File: src/hw/swd_params.svh
// Constants of the serial wiper command decoder: opcodes, field positions,
// reset values and timing counts. Assumes a 25 MHz core clock.
`ifndef SWD_PARAMS_SVH
`define SWD_PARAMS_SVH

// ------------------------------------------------------------
// Frame fields
// ------------------------------------------------------------
`define SWD_ID_FIXED_BITS 3'h6
`define SWD_STATUS_LOW 2'h1
`define SWD_DATA_MSB 5

// ------------------------------------------------------------
// Opcodes
// ------------------------------------------------------------
`define SWD_OP_RD_WIPER 4'h9
`define SWD_OP_WR_WIPER 4'ha
`define SWD_OP_RD_SET 4'hb
`define SWD_OP_WR_SET 4'hc
`define SWD_OP_SET_TO_WIPER 4'hd
`define SWD_OP_WIPER_TO_SET 4'he
`define SWD_OP_INCDEC 4'h2
`define SWD_OP_STATUS 4'h5

// ------------------------------------------------------------
// Reset values and limits
// ------------------------------------------------------------
`define SWD_WIPER_RST 6'h00
`define SWD_SETTING_RST 6'h00
`define SWD_WIPER_MAX 6'h3f
`define SWD_WIPER_MIN 6'h00
`define SWD_PIN_RST 5'h19

// ------------------------------------------------------------
// Timing
// ------------------------------------------------------------
`define SWD_CLK_MHZ 25
`define SWD_NV_WRITE_US 10000
`define SWD_NV_WRITE_CYC (`SWD_NV_WRITE_US * `SWD_CLK_MHZ)
`define SWD_SETTLE_NS 400
`define SWD_SETTLE_CYC ((`SWD_SETTLE_NS * `SWD_CLK_MHZ + 999) / 1000)

`endif

File: src/hw/swd_pkg.sv
// Types shared by the serial wiper command decoder.
// Assumes swd_params.svh is on the include path.
package swd_pkg;

   // ------------------------------------------------------------
   // Frame sequencer states
   // ------------------------------------------------------------
   typedef enum logic [2:0] {
      SWD_IDLE = 3'b000,
      SWD_ID = 3'b001,
      SWD_INSTR = 3'b010,
      SWD_DATA = 3'b011,
      SWD_INCDEC = 3'b100,
      SWD_IGNORE = 3'b101
   } swd_state_t;

   // ------------------------------------------------------------
   // Pin group as seen after synchronising
   // ------------------------------------------------------------
   typedef struct packed {
      logic cs_n;
      logic sck;
      logic si;
      logic address_select_pin;
      logic wp_n;
   } swd_pins_t;

endpackage

File: src/hw/swd_nv_timer.sv
// Nonvolatile write cycle timer: busy from start for CYCLES clocks.
// Assumes start is a one-cycle pulse, ignored while busy.
`include "swd_params.svh"
module swd_nv_timer
   import swd_pkg::*;
#(
   parameter int CYCLES = `SWD_NV_WRITE_CYC
) (
   input wire logic core_clk,
   input wire logic rst,
   input wire logic start,
   output logic busy,
   output logic done
);

   localparam int CW = $clog2(CYCLES + 1);
   logic [CW-1:0] cnt_r;

   // ------------------------------------------------------------
   // Count
   // ------------------------------------------------------------
   // (RQ21) bounded write time
   always_ff @(posedge core_clk or posedge rst) begin
      if (rst) begin
         cnt_r <= '0;
         busy <= 1'b0;
         done <= 1'b0;
      end else begin
         done <= 1'b0;
         if (!busy && start) begin
            busy <= 1'b1;
            cnt_r <= CW'(CYCLES - 1);
         end else if (busy) begin
            if (cnt_r == '0) begin
               busy <= 1'b0;
               done <= 1'b1;
            end else begin
               cnt_r <= cnt_r - 1'b1;
            end
         end
      end
   end
endmodule // swd_nv_timer

File: src/hw/swd_pin_sync.sv
// Three-stage synchroniser with agreement filter for asynchronous pins.
// Assumes pins are quasi-static against the core clock (link clock 320 ns).
module swd_pin_sync
   import swd_pkg::*;
#(
   parameter int W = 5,
   parameter logic [W-1:0] RST_VAL = '0
) (
   input wire logic core_clk,
   input wire logic rst,
   input wire logic [W-1:0] pin_in,
   output logic [W-1:0] pin_lvl
);

   // ------------------------------------------------------------
   // Per-bit chain
   // ------------------------------------------------------------
   genvar i;
   generate
      for (i = 0; i < W; i++) begin : g_bit
         logic s1_r;
         logic s2_r;
         logic s3_r;
         always_ff @(posedge core_clk or posedge rst) begin
            if (rst) begin
               s1_r <= RST_VAL[i];
               s2_r <= RST_VAL[i];
               s3_r <= RST_VAL[i];
               pin_lvl[i] <= RST_VAL[i];
            end else begin
               s1_r <= pin_in[i];
               s2_r <= s1_r;
               s3_r <= s2_r;
               // Only a level seen by both late stages counts
               if (s2_r == s3_r) begin
                  pin_lvl[i] <= s3_r;
               end
            end
         end
      end
   endgenerate

endmodule // swd_pin_sync

File: src/hw/swd_top.sv
// Serial command decoder of one digital potentiometer: frame sequencing,
// wiper position register, four stored settings and their write cycles.
// Assumes all pins are asynchronous to core_clk and sck runs well below it.
//
// What this block does
// (RQ1) After select falls, first byte is identification; its upper nibble checks the type.
// (RQ2) Identification lowest bit must equal the address select pin to continue.
// (RQ3) Host sets identification bits three to one to binary 110.
// (RQ4) Second byte: opcode nibble, two pointer bits, two low bits zero except status.
// (RQ5) Eight opcodes decoded: reads, writes, two transfers, step mode, status.
// (RQ6) Pointer picks one of four settings for setting and transfer commands.
// (RQ7) Transfers end after the instruction byte; host then raises select.
// (RQ8) Setting-to-wiper copies setting into wiper; output follows after settle delay.
// (RQ9) Wiper-to-setting stores wiper into setting as a timed nonvolatile write.
// (RQ10) Reads, writes and status run as three bytes.
// (RQ11) Wiper read returns two zeros then six wiper bits, MSB first.
// (RQ12) Wiper write loads the low six bits of the third byte.
// (RQ13) Setting read returns two zeros then the selected six-bit setting.
// (RQ14) Setting write saves the six data bits into the pointed setting.
// (RQ15) Status returns seven zeros then the busy flag in bit zero.
// (RQ16) Step mode: each clock with input high moves wiper up one.
// (RQ17) Step mode: each clock with input low moves wiper down one.
// (RQ18) Input sampled on rising serial clock; output changes on falling edge.
// (RQ19) Save starts only at select rise after a complete write; busy meanwhile.
// (RQ20) Write protect low blocks setting saves, not wiper updates.
// (RQ21) A setting save completes within ten milliseconds.
// (RQ22) Step clamps at 0 and 63; mismatched identification ignores the frame.
`include "swd_params.svh"
module swd_top
   import swd_pkg::*;
#(
   parameter logic [3:0] DEV_TYPE = 4'ha, // Arbitrary type code
   parameter int NV_WRITE_CYCLES = `SWD_NV_WRITE_CYC
) (
   input wire logic core_clk,
   input wire logic rst,
   input wire logic cs_n_pin,
   input wire logic sck_pin,
   input wire logic si_pin,
   input wire logic address_select_pin,
   input wire logic wp_n_pin,
   output logic so_out,
   output logic so_oe_n,
   output logic [5:0] wiper_bits,
   output logic nv_write_busy
);

   // ------------------------------------------------------------
   // Pin synchronisers and edges
   // ------------------------------------------------------------
   swd_pins_t pins_in;
   swd_pins_t p;
   swd_pins_t prev_r;

   assign pins_in = '{cs_n: cs_n_pin, sck: sck_pin, si: si_pin,
                      address_select_pin: address_select_pin, wp_n: wp_n_pin};

   swd_pin_sync #(.W(5), .RST_VAL(`SWD_PIN_RST)) u_sync (
      .core_clk(core_clk),
      .rst(rst),
      .pin_in(pins_in),
      .pin_lvl(p)
   );

   always_ff @(posedge core_clk or posedge rst) begin
      if (rst) begin
         prev_r <= swd_pins_t'(`SWD_PIN_RST);
      end else begin
         prev_r <= p;
      end
   end

   logic cs_fall;
   logic cs_rise;
   logic sck_rise;
   logic sck_fall;
   assign cs_fall = prev_r.cs_n && !p.cs_n;
   assign cs_rise = !prev_r.cs_n && p.cs_n;
   // (RQ18) sample on rising, drive on falling
   assign sck_rise = !prev_r.sck && p.sck && !p.cs_n;
   assign sck_fall = prev_r.sck && !p.sck && !p.cs_n;

   // ------------------------------------------------------------
   // Bit framing
   // ------------------------------------------------------------
   swd_state_t state_r;
   logic [2:0] bit_cnt_r;
   logic [7:0] rx_r;
   logic [7:0] rx_nxt;
   logic byte_done;
   logic [3:0] op_r;
   logic [1:0] ptr_r;
   logic [3:0] op_nxt;
   logic [1:0] ptr_nxt;
   logic id_ok;
   logic instr_done;
   logic data_done;

   assign rx_nxt = {rx_r[6:0], p.si};
   assign byte_done = sck_rise && bit_cnt_r == 3'h7;
   // (RQ4) opcode nibble and pointer
   assign op_nxt = rx_nxt[7:4];
   assign ptr_nxt = rx_nxt[3:2];
   // (RQ1) type check (RQ2) address bit
   assign id_ok = rx_nxt[7:4] == DEV_TYPE && rx_nxt[0] == p.address_select_pin;
   assign instr_done = byte_done && state_r == SWD_INSTR;
   assign data_done = byte_done && state_r == SWD_DATA;

   always_ff @(posedge core_clk or posedge rst) begin
      if (rst) begin
         bit_cnt_r <= 3'h0;
         rx_r <= 8'h00;
      end else if (cs_fall) begin
         bit_cnt_r <= 3'h0;
         rx_r <= 8'h00;
      end else if (sck_rise) begin
         bit_cnt_r <= bit_cnt_r + 3'h1;
         rx_r <= rx_nxt;
      end
   end

   always_ff @(posedge core_clk or posedge rst) begin
      if (rst) begin
         op_r <= 4'h0;
         ptr_r <= 2'h0;
      end else if (instr_done) begin
         op_r <= op_nxt;
         ptr_r <= ptr_nxt;
      end
   end

   // ------------------------------------------------------------
   // Frame sequencer
   // ------------------------------------------------------------
   always_ff @(posedge core_clk or posedge rst) begin
      if (rst) begin
         state_r <= SWD_IDLE;
      end else if (cs_rise) begin
         state_r <= SWD_IDLE;
      end else if (cs_fall) begin
         state_r <= SWD_ID;
      end else if (byte_done) begin
         unique case (state_r)
            SWD_IDLE, SWD_INCDEC, SWD_IGNORE: begin
               state_r <= state_r;
            end
            // (RQ22) foreign identification: sit out the frame
            SWD_ID: begin
               state_r <= id_ok ? SWD_INSTR : SWD_IGNORE;
            end
            // (RQ5) opcode decode (RQ7) transfers end here (RQ10) three bytes
            SWD_INSTR: begin
               unique case (op_nxt)
                  `SWD_OP_INCDEC: state_r <= SWD_INCDEC;
                  `SWD_OP_RD_WIPER, `SWD_OP_WR_WIPER, `SWD_OP_RD_SET,
                  `SWD_OP_WR_SET, `SWD_OP_STATUS: state_r <= SWD_DATA;
                  default: state_r <= SWD_IGNORE;
               endcase
            end
            SWD_DATA: begin
               state_r <= SWD_IGNORE;
            end
            default: begin
               state_r <= SWD_IGNORE;
            end
         endcase
      end
   end

   // ------------------------------------------------------------
   // Wiper position register
   // ------------------------------------------------------------
   logic [5:0] wiper_position_reg_r;
   logic [5:0] stored_setting_reg_r [4];

   always_ff @(posedge core_clk or posedge rst) begin
      if (rst) begin
         wiper_position_reg_r <= `SWD_WIPER_RST;
      end else if (instr_done && op_nxt == `SWD_OP_SET_TO_WIPER) begin
         // (RQ6) pointer picks setting (RQ8) copy into wiper
         wiper_position_reg_r <= stored_setting_reg_r[ptr_nxt];
      end else if (data_done && op_r == `SWD_OP_WR_WIPER) begin
         // (RQ12) load six data bits, not gated by write protect
         wiper_position_reg_r <= rx_nxt[`SWD_DATA_MSB:0];
      end else if (state_r == SWD_INCDEC && sck_rise) begin
         // (RQ16) step up (RQ17) step down (RQ22) clamp at ends
         if (p.si && wiper_position_reg_r != `SWD_WIPER_MAX) begin
            wiper_position_reg_r <= wiper_position_reg_r + 6'h01;
         end else if (!p.si && wiper_position_reg_r != `SWD_WIPER_MIN) begin
            wiper_position_reg_r <= wiper_position_reg_r - 6'h01;
         end
      end
   end

   // ------------------------------------------------------------
   // Wiper settle delay
   // ------------------------------------------------------------
   // The tap switches are not make-before-break, so the output only
   // follows once the register has been stable for the settle time.
   logic [5:0] wiper_seen_r;
   logic [7:0] settle_cnt_r;

   // (RQ8) output follows after settle delay
   always_ff @(posedge core_clk or posedge rst) begin
      if (rst) begin
         wiper_seen_r <= `SWD_WIPER_RST;
         settle_cnt_r <= 8'h00;
         wiper_bits <= `SWD_WIPER_RST;
      end else begin
         wiper_seen_r <= wiper_position_reg_r;
         if (wiper_position_reg_r != wiper_seen_r) begin
            settle_cnt_r <= 8'h00;
         end else if (wiper_bits != wiper_seen_r) begin
            if (settle_cnt_r == 8'(`SWD_SETTLE_CYC - 1)) begin
               wiper_bits <= wiper_seen_r;
               settle_cnt_r <= 8'h00;
            end else begin
               settle_cnt_r <= settle_cnt_r + 8'h01;
            end
         end
      end
   end

   // ------------------------------------------------------------
   // Stored settings and their write cycle
   // ------------------------------------------------------------
   logic frame_ok_r;
   logic [5:0] pend_data_r;
   logic [1:0] pend_idx_r;
   logic [5:0] wr_data_r;
   logic [1:0] wr_idx_r;
   logic nv_start;
   logic nv_done;

   // (RQ19) start only at select rise after a complete write (RQ20) protect
   assign nv_start = cs_rise && frame_ok_r && p.wp_n && !nv_write_busy;

   always_ff @(posedge core_clk or posedge rst) begin
      if (rst) begin
         frame_ok_r <= 1'b0;
         pend_data_r <= 6'h00;
         pend_idx_r <= 2'h0;
      end else if (cs_fall || cs_rise) begin
         frame_ok_r <= 1'b0;
      end else if (instr_done && op_nxt == `SWD_OP_WIPER_TO_SET) begin
         // (RQ9) capture current wiper for the save
         frame_ok_r <= 1'b1;
         pend_data_r <= wiper_position_reg_r;
         pend_idx_r <= ptr_nxt;
      end else if (data_done && op_r == `SWD_OP_WR_SET) begin
         // (RQ14) capture new value for pointed setting
         frame_ok_r <= 1'b1;
         pend_data_r <= rx_nxt[`SWD_DATA_MSB:0];
         pend_idx_r <= ptr_r;
      end
   end

   always_ff @(posedge core_clk or posedge rst) begin
      if (rst) begin
         wr_data_r <= 6'h00;
         wr_idx_r <= 2'h0;
      end else if (nv_start) begin
         wr_data_r <= pend_data_r;
         wr_idx_r <= pend_idx_r;
      end
   end

   swd_nv_timer #(.CYCLES(NV_WRITE_CYCLES)) u_nv (
      .core_clk(core_clk),
      .rst(rst),
      .start(nv_start),
      .busy(nv_write_busy),
      .done(nv_done)
   );

   // Cell takes the new value at the end of the write cycle
   genvar gi;
   generate
      for (gi = 0; gi < 4; gi++) begin : g_set
         always_ff @(posedge core_clk or posedge rst) begin
            if (rst) begin
               stored_setting_reg_r[gi] <= `SWD_SETTING_RST;
            end else if (nv_done && wr_idx_r == 2'(gi)) begin
               stored_setting_reg_r[gi] <= wr_data_r;
            end
         end
      end
   endgenerate

   // ------------------------------------------------------------
   // Serial output
   // ------------------------------------------------------------
   logic [7:0] tx_r;
   logic rd_op_r;

   always_ff @(posedge core_clk or posedge rst) begin
      if (rst) begin
         tx_r <= 8'h00;
         rd_op_r <= 1'b0;
      end else if (instr_done) begin
         rd_op_r <= 1'b0;
         tx_r <= 8'h00;
         unique case (op_nxt)
            // (RQ11) wiper read byte
            `SWD_OP_RD_WIPER: begin
               rd_op_r <= 1'b1;
               tx_r <= {2'b00, wiper_position_reg_r};
            end
            // (RQ13) setting read byte
            `SWD_OP_RD_SET: begin
               rd_op_r <= 1'b1;
               tx_r <= {2'b00, stored_setting_reg_r[ptr_nxt]};
            end
            // (RQ15) status byte
            `SWD_OP_STATUS: begin
               rd_op_r <= rx_nxt[1:0] == `SWD_STATUS_LOW;
               tx_r <= {7'h00, nv_write_busy};
            end
            default: begin
               rd_op_r <= 1'b0;
            end
         endcase
      end else if (sck_fall && state_r == SWD_DATA) begin
         tx_r <= {tx_r[6:0], 1'b0};
      end
   end

   // (RQ18) output moves only on falling serial clock
   always_ff @(posedge core_clk or posedge rst) begin
      if (rst) begin
         so_out <= 1'b0;
         so_oe_n <= 1'b1;
      end else begin
         so_oe_n <= !(state_r == SWD_DATA && rd_op_r && !p.cs_n);
         if (sck_fall && state_r == SWD_DATA && rd_op_r) begin
            so_out <= tx_r[7];
         end
      end
   end
endmodule // swd_top

File: config.mk
export PLATFORM = sky130hd
export DESIGN_NAME = swd_top
export DESIGN_NICKNAME = d
export VERILOG_FILES = /design/src/hw/swd_pkg.sv /design/src/hw/swd_nv_timer.sv /design/src/hw/swd_pin_sync.sv /design/src/hw/swd_top.sv
export VERILOG_INCLUDE_DIRS = /design/src /design/src/hw
export SDC_FILE = /design/constraint.sdc
export NUM_CORES = 1
export LEC_CHECK = 0
export BUFFER_PORTS_ARGS = -buffer_cell sky130_fd_sc_hd__buf_4
export CAP_MARGIN = 20
export CORE_ASPECT_RATIO = 0.6
export CORE_MARGIN = 2
export CORE_UTILIZATION = 56
export CTS_CLUSTER_SIZE = 30
export DETAILED_ROUTE_END_ITERATION = 10
export GPL_TIMING_DRIVEN = 0
export PLACE_DENSITY_LB_ADDON = 0.12
export SYNTH_ARGS = -nofsm -noshare
export SYNTH_HDL_FRONTEND = slang
export SYNTH_SLANG_ARGS = --single-unit
File: constraint.sdc
create_clock -name core_clk -period 4.25 [get_ports core_clk]
set_input_delay 0.425 -clock core_clk [delete_from_list [all_inputs] [get_ports core_clk]]
set_output_delay 0.425 -clock core_clk [all_outputs]
set_load 0.1 [all_outputs]
---- Yosys cells after proc, flatten, opt, wreduce, memory -nomap -nowiden ----
Cells that the tools add are included.
operators by class
  bitwise logic cells ..................... 3
  magnitude comparators ................... 1
  reductions and logical operators ........ 58
  multiplexer cells ....................... 41
  equal/unequal tests ..................... 32
  add/sub/neg operators ................... 5
operators by type and width
  operator                 count
  $mux W18                 3
  $mux W6                  9
  $mux W8                  5
  $eq A4 B4 Y1 const B     8
  $logic_and A1 B1 Y1      29
  $logic_not A18 Y1        1
  $mux W3                  6
  $pmux W6 S3              1
  $sub A18 B1 Y18 const B  1
  $mux W7                  2
  $bmux W6 S2              1
  $ne A6 B6 Y1             2
  $reduce_bool A2 Y1       5
  $eq A3 B3 Y1 const B     3
  $mux W1                  9
  $pmux W3 S3              1
  $reduce_bool A3 Y1       3
  $add A8 B1 Y8 const B    1
  $eq A8 B4 Y1 const B     1
  $reduce_and A2 Y1        4
  $logic_not A1 Y1         7
  $add A6 B1 Y6 const B    1
  $eq A1 B1 Y1             6
  $eq A3 B2 Y1 const B     2
  other kinds (25)         29
storage, ports and cells
  register bits ........................... 139
  logic and storage cells ................. 187
  output and inout bits ................... 9
  input bits .............................. 7

---- Longest topological paths before layout ----
  depth after elaboration ................. 9
  depth in mapped cells ................... 9
  depth with buffers taken out ............ 8

---- By module ----
From an unflattened synthesis, not the netlist that was laid out.
unflattened totals
  cell total of the unflattened synthesis .. 572
  area, all modules ....................... 6567.5 um^2
modules (own cells, without submodules)
  module        cells an instance  times used  seq. area each (um^2)  area an instance (um^2)
  swd_top       432                1           2481.1                 4902.2
  swd_nv_timer  114                1           500.5                  1089.8
  swd_pin_sync  26                 1           515.5                  575.6

---- Worst setup path after synthesis ----
OpenSTA, ideal clock, no wires.
  path kind ............................... register to register
  start ................................... reg wiper_position_reg_r[0]
  end ..................................... reg wiper_position_reg_r[5]
  cell stages (with the launch flop) ...... 10
  setup slack ............................. 1.718 ns
  library setup time ...................... 0.124 ns
  path buffers ............................ 1
  arrival time ............................ 2.408 ns
  path through ............................ dfrtp_1 -> clkbuf_1 -> nand4_1 -> o21ai_0 -> ha_1 -> a211oi_1 -> o21bai_1 -> a21oi_1 -> xnor2_1 -> a211o_1
on the way
  word-level cells in the longest chain between the ends .. 6
  elaborated cells on any way between the ends .. 13
  those cells by class .................... add/sub: 2; eq/ne: 1; mux: 5; reduce/logical: 5
RTL lines
  item                                                   line            text
  start: declaration                                     swd_top.sv:173  logic [5:0] wiper_position_reg_r;
  start signal: assignment                               swd_top.sv:178  wiper_position_reg_r <= `SWD_WIPER_RST;
  start signal: assignment                               swd_top.sv:181  wiper_position_reg_r <= stored_setting_reg_r[ptr_nxt];
  start signal: assignment                               swd_top.sv:184  wiper_position_reg_r <= rx_nxt[`SWD_DATA_MSB:0];
  $sub A6 B1 Y6 / $ne A6 B6 Y1 (equally long branches)   n/a
  $mux W6 / $logic_and A1 B1 Y1 (equally long branches)  n/a
  $mux W6                                                swd_top.sv:187  if (p.si && wiper_position_reg_r != `SWD_WIPER_MAX) begin
  $mux W6                                                swd_top.sv:185  end else if (state_r == SWD_INCDEC && sck_rise) begin
  $mux W6                                                swd_top.sv:182  end else if (data_done && op_r == `SWD_OP_WR_WIPER) begin
  $mux W6                                                swd_top.sv:179  end else if (instr_done && op_nxt == `SWD_OP_SET_TO_WIPER) begin
Parallel ways exist; a longest one is shown, timed or not. The select of a mux whose other input is x is not followed.
A chain may end at the register's enable or synchronous reset.

---- Worst setup path in the final report ----
Ends and elaborated chain as after synthesis.

==> flow_summary.rst <==
.. list-table::
   :header-rows: 1

   * - Metric
     - Value
   * - Maximum number of pins on one net before global-route repair
     - 85
   * - Critical path launch point type
     - register
   * - Maximum root-to-sink buffer count
     - 2
   * - Area post-placement
     - 0.00684 mm2
   * - Worst hold-check path type
     - input port to asynchronous set/reset pin
   * - Total instance count after detailed placement
     - between 700 and 800
   * - Root cell of the clock tree
     - clkbuf_16
   * - Portion of the clock cycle consumed by the worst path in the final layout
     - 0.704
   * - Most common cell in the synthesized netlist
     - dfrtp_1
   * - Yosys warnings
     - 0
   * - Net total in the final layout
     - a little over 600
   * - Synth unique cells
     - 69
   * - Die X
     - approximately 140 um
   * - Worst-Skew Late Latency
     - roughly 0.42 ns
   * - Setup TNS
     - 0 ns
   * - Multi-input logic area
     - between 0.002 and 0.003 mm2
   * - Number of design rule violations left after detail routing
     - 0
   * - Fraction of layout cells with a size suffix above 1
     - 0.197
   * - Detail Placement HPWL
     - roughly 9 mm
   * - Post-CTS Setup Bufs
     - 0
   * - Mapped Cells
     - approximately 570
   * - Top cells by area in the synthesized netlist
     - dfrtp_1 48%, dfstp_2 6.1%, mux2_2 5.7%
   * - Top achievable clock speed
     - between 300 and 400 MHz
   * - Time the worst path needs with I/O delays and setup
     - 2.99 ns
   * - Number of antenna violations at the first check in global routing
     - 0
   * - PostCTS Resize Cnt
     - 0
   * - Area fraction of the dominant cell type after synthesis
     - 0.478
   * - Data arrival, critical path
     - about 3.3 ns
   * - Overall power consumption
     - approximately 3.5 mW
   * - Clock sink count
     - around 140
   * - Number of max-capacitance violations reported
     - 0
   * - Non-Filler Cell Area, Final
     - roughly 0.0074 mm2
   * - FFs w/ async S/R, synth
     - 1.00
   * - First-pass GRT wire length
     - about 22 mm
   * - Number of DRC violations after detailed-routing iteration 0
     - just under 400
   * - Post-DR wirelength/cell
     - 17.5 um
   * - IR drop worst, VDD
     - 0.000261 V
   * - Routed via count
     - 4,491
   * - Post-synthesis register bit count
     - 139
   * - Clock edge transition at the registers on the reported setup and hold paths
     - about 0.06 ns
   * - TritonRoute pass-1 iters
     - 5
   * - Final number of setup-violating endpoints
     - 0
   * - Static leakage power
     - 3.41 nW
   * - Largest driver fanout on the critical path
     - 9
   * - Launching instance or port of the critical path
     - wiper_position_reg_r[0]
   * - Die extent in y
     - between 80 and 90 um
   * - Final std cells w/o fill
     - a little under 800
   * - Placeable Area
     - 0.0113 mm2
   * - Leftover overflow at the end of global routing
     - 0
   * - Avg Vias per Cell
     - about 5.8
   * - Smallest hold slack
     - 0.0667 ns
   * - Post-synthesis sequential area ratio
     - 0.539
   * - H-tree depth
     - 4
   * - Count of port buffers added during placement
     - 15
   * - Final wirelength
     - between 10 and 15 mm
   * - Launch instance of the worst register-to-register path
     - wiper_position_reg_r[0]
   * - Critical path type
     - register to register
   * - Critical Path Sink Type
     - register
   * - Register area
     - 0.00350 mm2
   * - Result of the run
     - finished, final reports clean
   * - Final Hold Vio Count
     - 0
   * - Pins over their slew limit
     - 0
   * - Clock tree from TritonCTS
     - built
   * - Worst-case headroom to the max-slew limit
     - 0.265
   * - Mean instance size in the synthesized netlist
     - between 10 and 15 um2
   * - Library cell with the largest summed area after synthesis
     - dfrtp_1
   * - Starting Density
     - 0.575
   * - Number of nets produced by synthesis
     - about 600
   * - Number of synthesized flops with an enable pin
     - 0
   * - Hold-fix buffers at CTS
     - 0
   * - Clock buffers created by TritonCTS
     - 17
   * - Filler cell count
     - 872
   * - Final Skew
     - roughly 0.01 ns
   * - Power per standard cell area
     - ~470 mW/mm2
   * - Std cell rows
     - 30
   * - Worst Tran Pin Value
     - about 1.1 ns
   * - Antenna cell count
     - 0
   * - Required @ worst endpoint
     - between 4 and 5 ns
   * - Cell area after synthesis
     - 0.00649 mm2
   * - Unrepaired setup endpoints after global routing
     - no
   * - Final weighted congestion in routability-driven placement
     - roughly 0.85
   * - Die Footprint
     - 0.0125 mm2
   * - Ports placed on the boundary
     - 16
   * - GR Util All Layers
     - 0.237
   * - Synthesis-to-finish area growth
     - 14.2%
   * - Vias in the first global route
     - around 4,300
   * - Most used standard cells in the synthesized netlist
     - 124 x dfrtp_1, 78 x nand2_1, 33 x mux2_2
   * - Top flip-flop cell by instance count after synthesis
     - dfrtp_1
   * - Remaining number of nets flagged by the antenna check after routing
     - 0
[power by group]
part / switching (mW) / leakage, nW / internal (mW)
clock: 0.625 / 0.278 / 0.825
sequential: 0.135 / 1.85 / 1.42
combinational: 0.262 / 1.28 / 0.226
total: 1.02 / 3.41 / 2.47
[cells in the final DEF (no fill, tap or decap), types with 13 or more instances in the layout]
| master | count |
|---|---|
| dfrtp_1 | 124 |
| clkbuf_1 | 14 |
| nor3_1 | 13 |
| o21ai_0 | 13 |
| buf_4 | 16 |
| mux2i_1 | 29 |
| dfstp_2 | 15 |
| mux2_2 | 33 |
| xnor2_1 | 19 |
| nor2_1 | 32 |
| nand3_1 | 15 |
| clkbuf_16 | 17 |
| nand2_1 | 78 |
[cell type report]
class                      count  area share
inverter                      12     0.00675
buffer                        22      0.0143
clock buffer                  17      0.0574
timing repair buffer          16      0.0189
clock inverter                15      0.0206
multi-input combinational    394       0.383
tap                          160      0.0270
sequential                   139       0.472
[logic make-up after synthesis]
| kind of cell | after synthesis | share of synthesized area |
|---|---|---|
| compound gates | 82 | 0.0852 |
| xor+xnor | 27 | 0.0364 |
| fa+ha+maj | 17 | 0.0320 |
| buf+inv | 34 | 0.0233 |
| flops | 139 | 0.539 |
| mux | 68 | 0.123 |
| simple gates | 200 | 0.162 |
[critical path, cell delays in order, from the launching register on]
cell      delay, ns
dfrtp_1        0.39
clkbuf_1       0.38
nand4_1        0.16
o21ai_0        0.65
ha_1           0.37
a211oi_1       0.23
o21bai_1       0.11
a21oi_1        0.18
xnor2_1        0.11
a211o_1        0.29
[per-layer routing]
metal  share of wire  GRT usage  vias to the layer above
met2            0.41      0.321                      100
met1            0.52      0.371                     2271
met5               0          0                        -
met4           0.011     0.0765                        0
li1                -          -                     2106
met3           0.052     0.0583                       14
[final timing paths]
| kind | endpoint | slack [ns] | cells past startpoint |
|---|---|---|---|
| max in group asynchronous | u_nv.busy | 3.39 | 3 |
| setup reg to reg | wiper_position_reg_r[5] | 1.26 | 9 |
| hold / removal | so_out | 0.07 | 2 |
| hold reg to reg | u_sync.g_bit[1].s2_r | 0.35 | 0 |
| min in group core_clk | u_sync.g_bit[2].s1_r | 0.10 | 1 |
| setup / recovery | wiper_position_reg_r[5] | 1.26 | 9 |
[state kept, by name (all words and copies together), names as in the netlist, 3 cells and up]
register,flops
u_sync.g_bit.s1_r,5
u_nv.cnt_r,18
state_r,3
wiper_seen_r,6
op_r,4
wr_data_r,6
pend_data_r,6
bit_cnt_r,3
u_sync.g_bit.s3_r,5
wiper_position_reg_r,6
wiper_bits,6
tx_r,8
stored_setting_reg_r,24
u_sync.pin_lvl,5
u_sync.g_bit.s2_r,5
settle_cnt_r,8
rx_r,7
[per-stage QoR]
stage                     setup slack (ns)  utilization
after floorplan                      0.125            -
after global placement               -1.37        0.602
after detailed placement              1.29        0.605
after CTS                             1.26        0.656
after global routing                  1.04        0.656
final                                 1.26        0.656
Power figures use the tool's default switching activity.
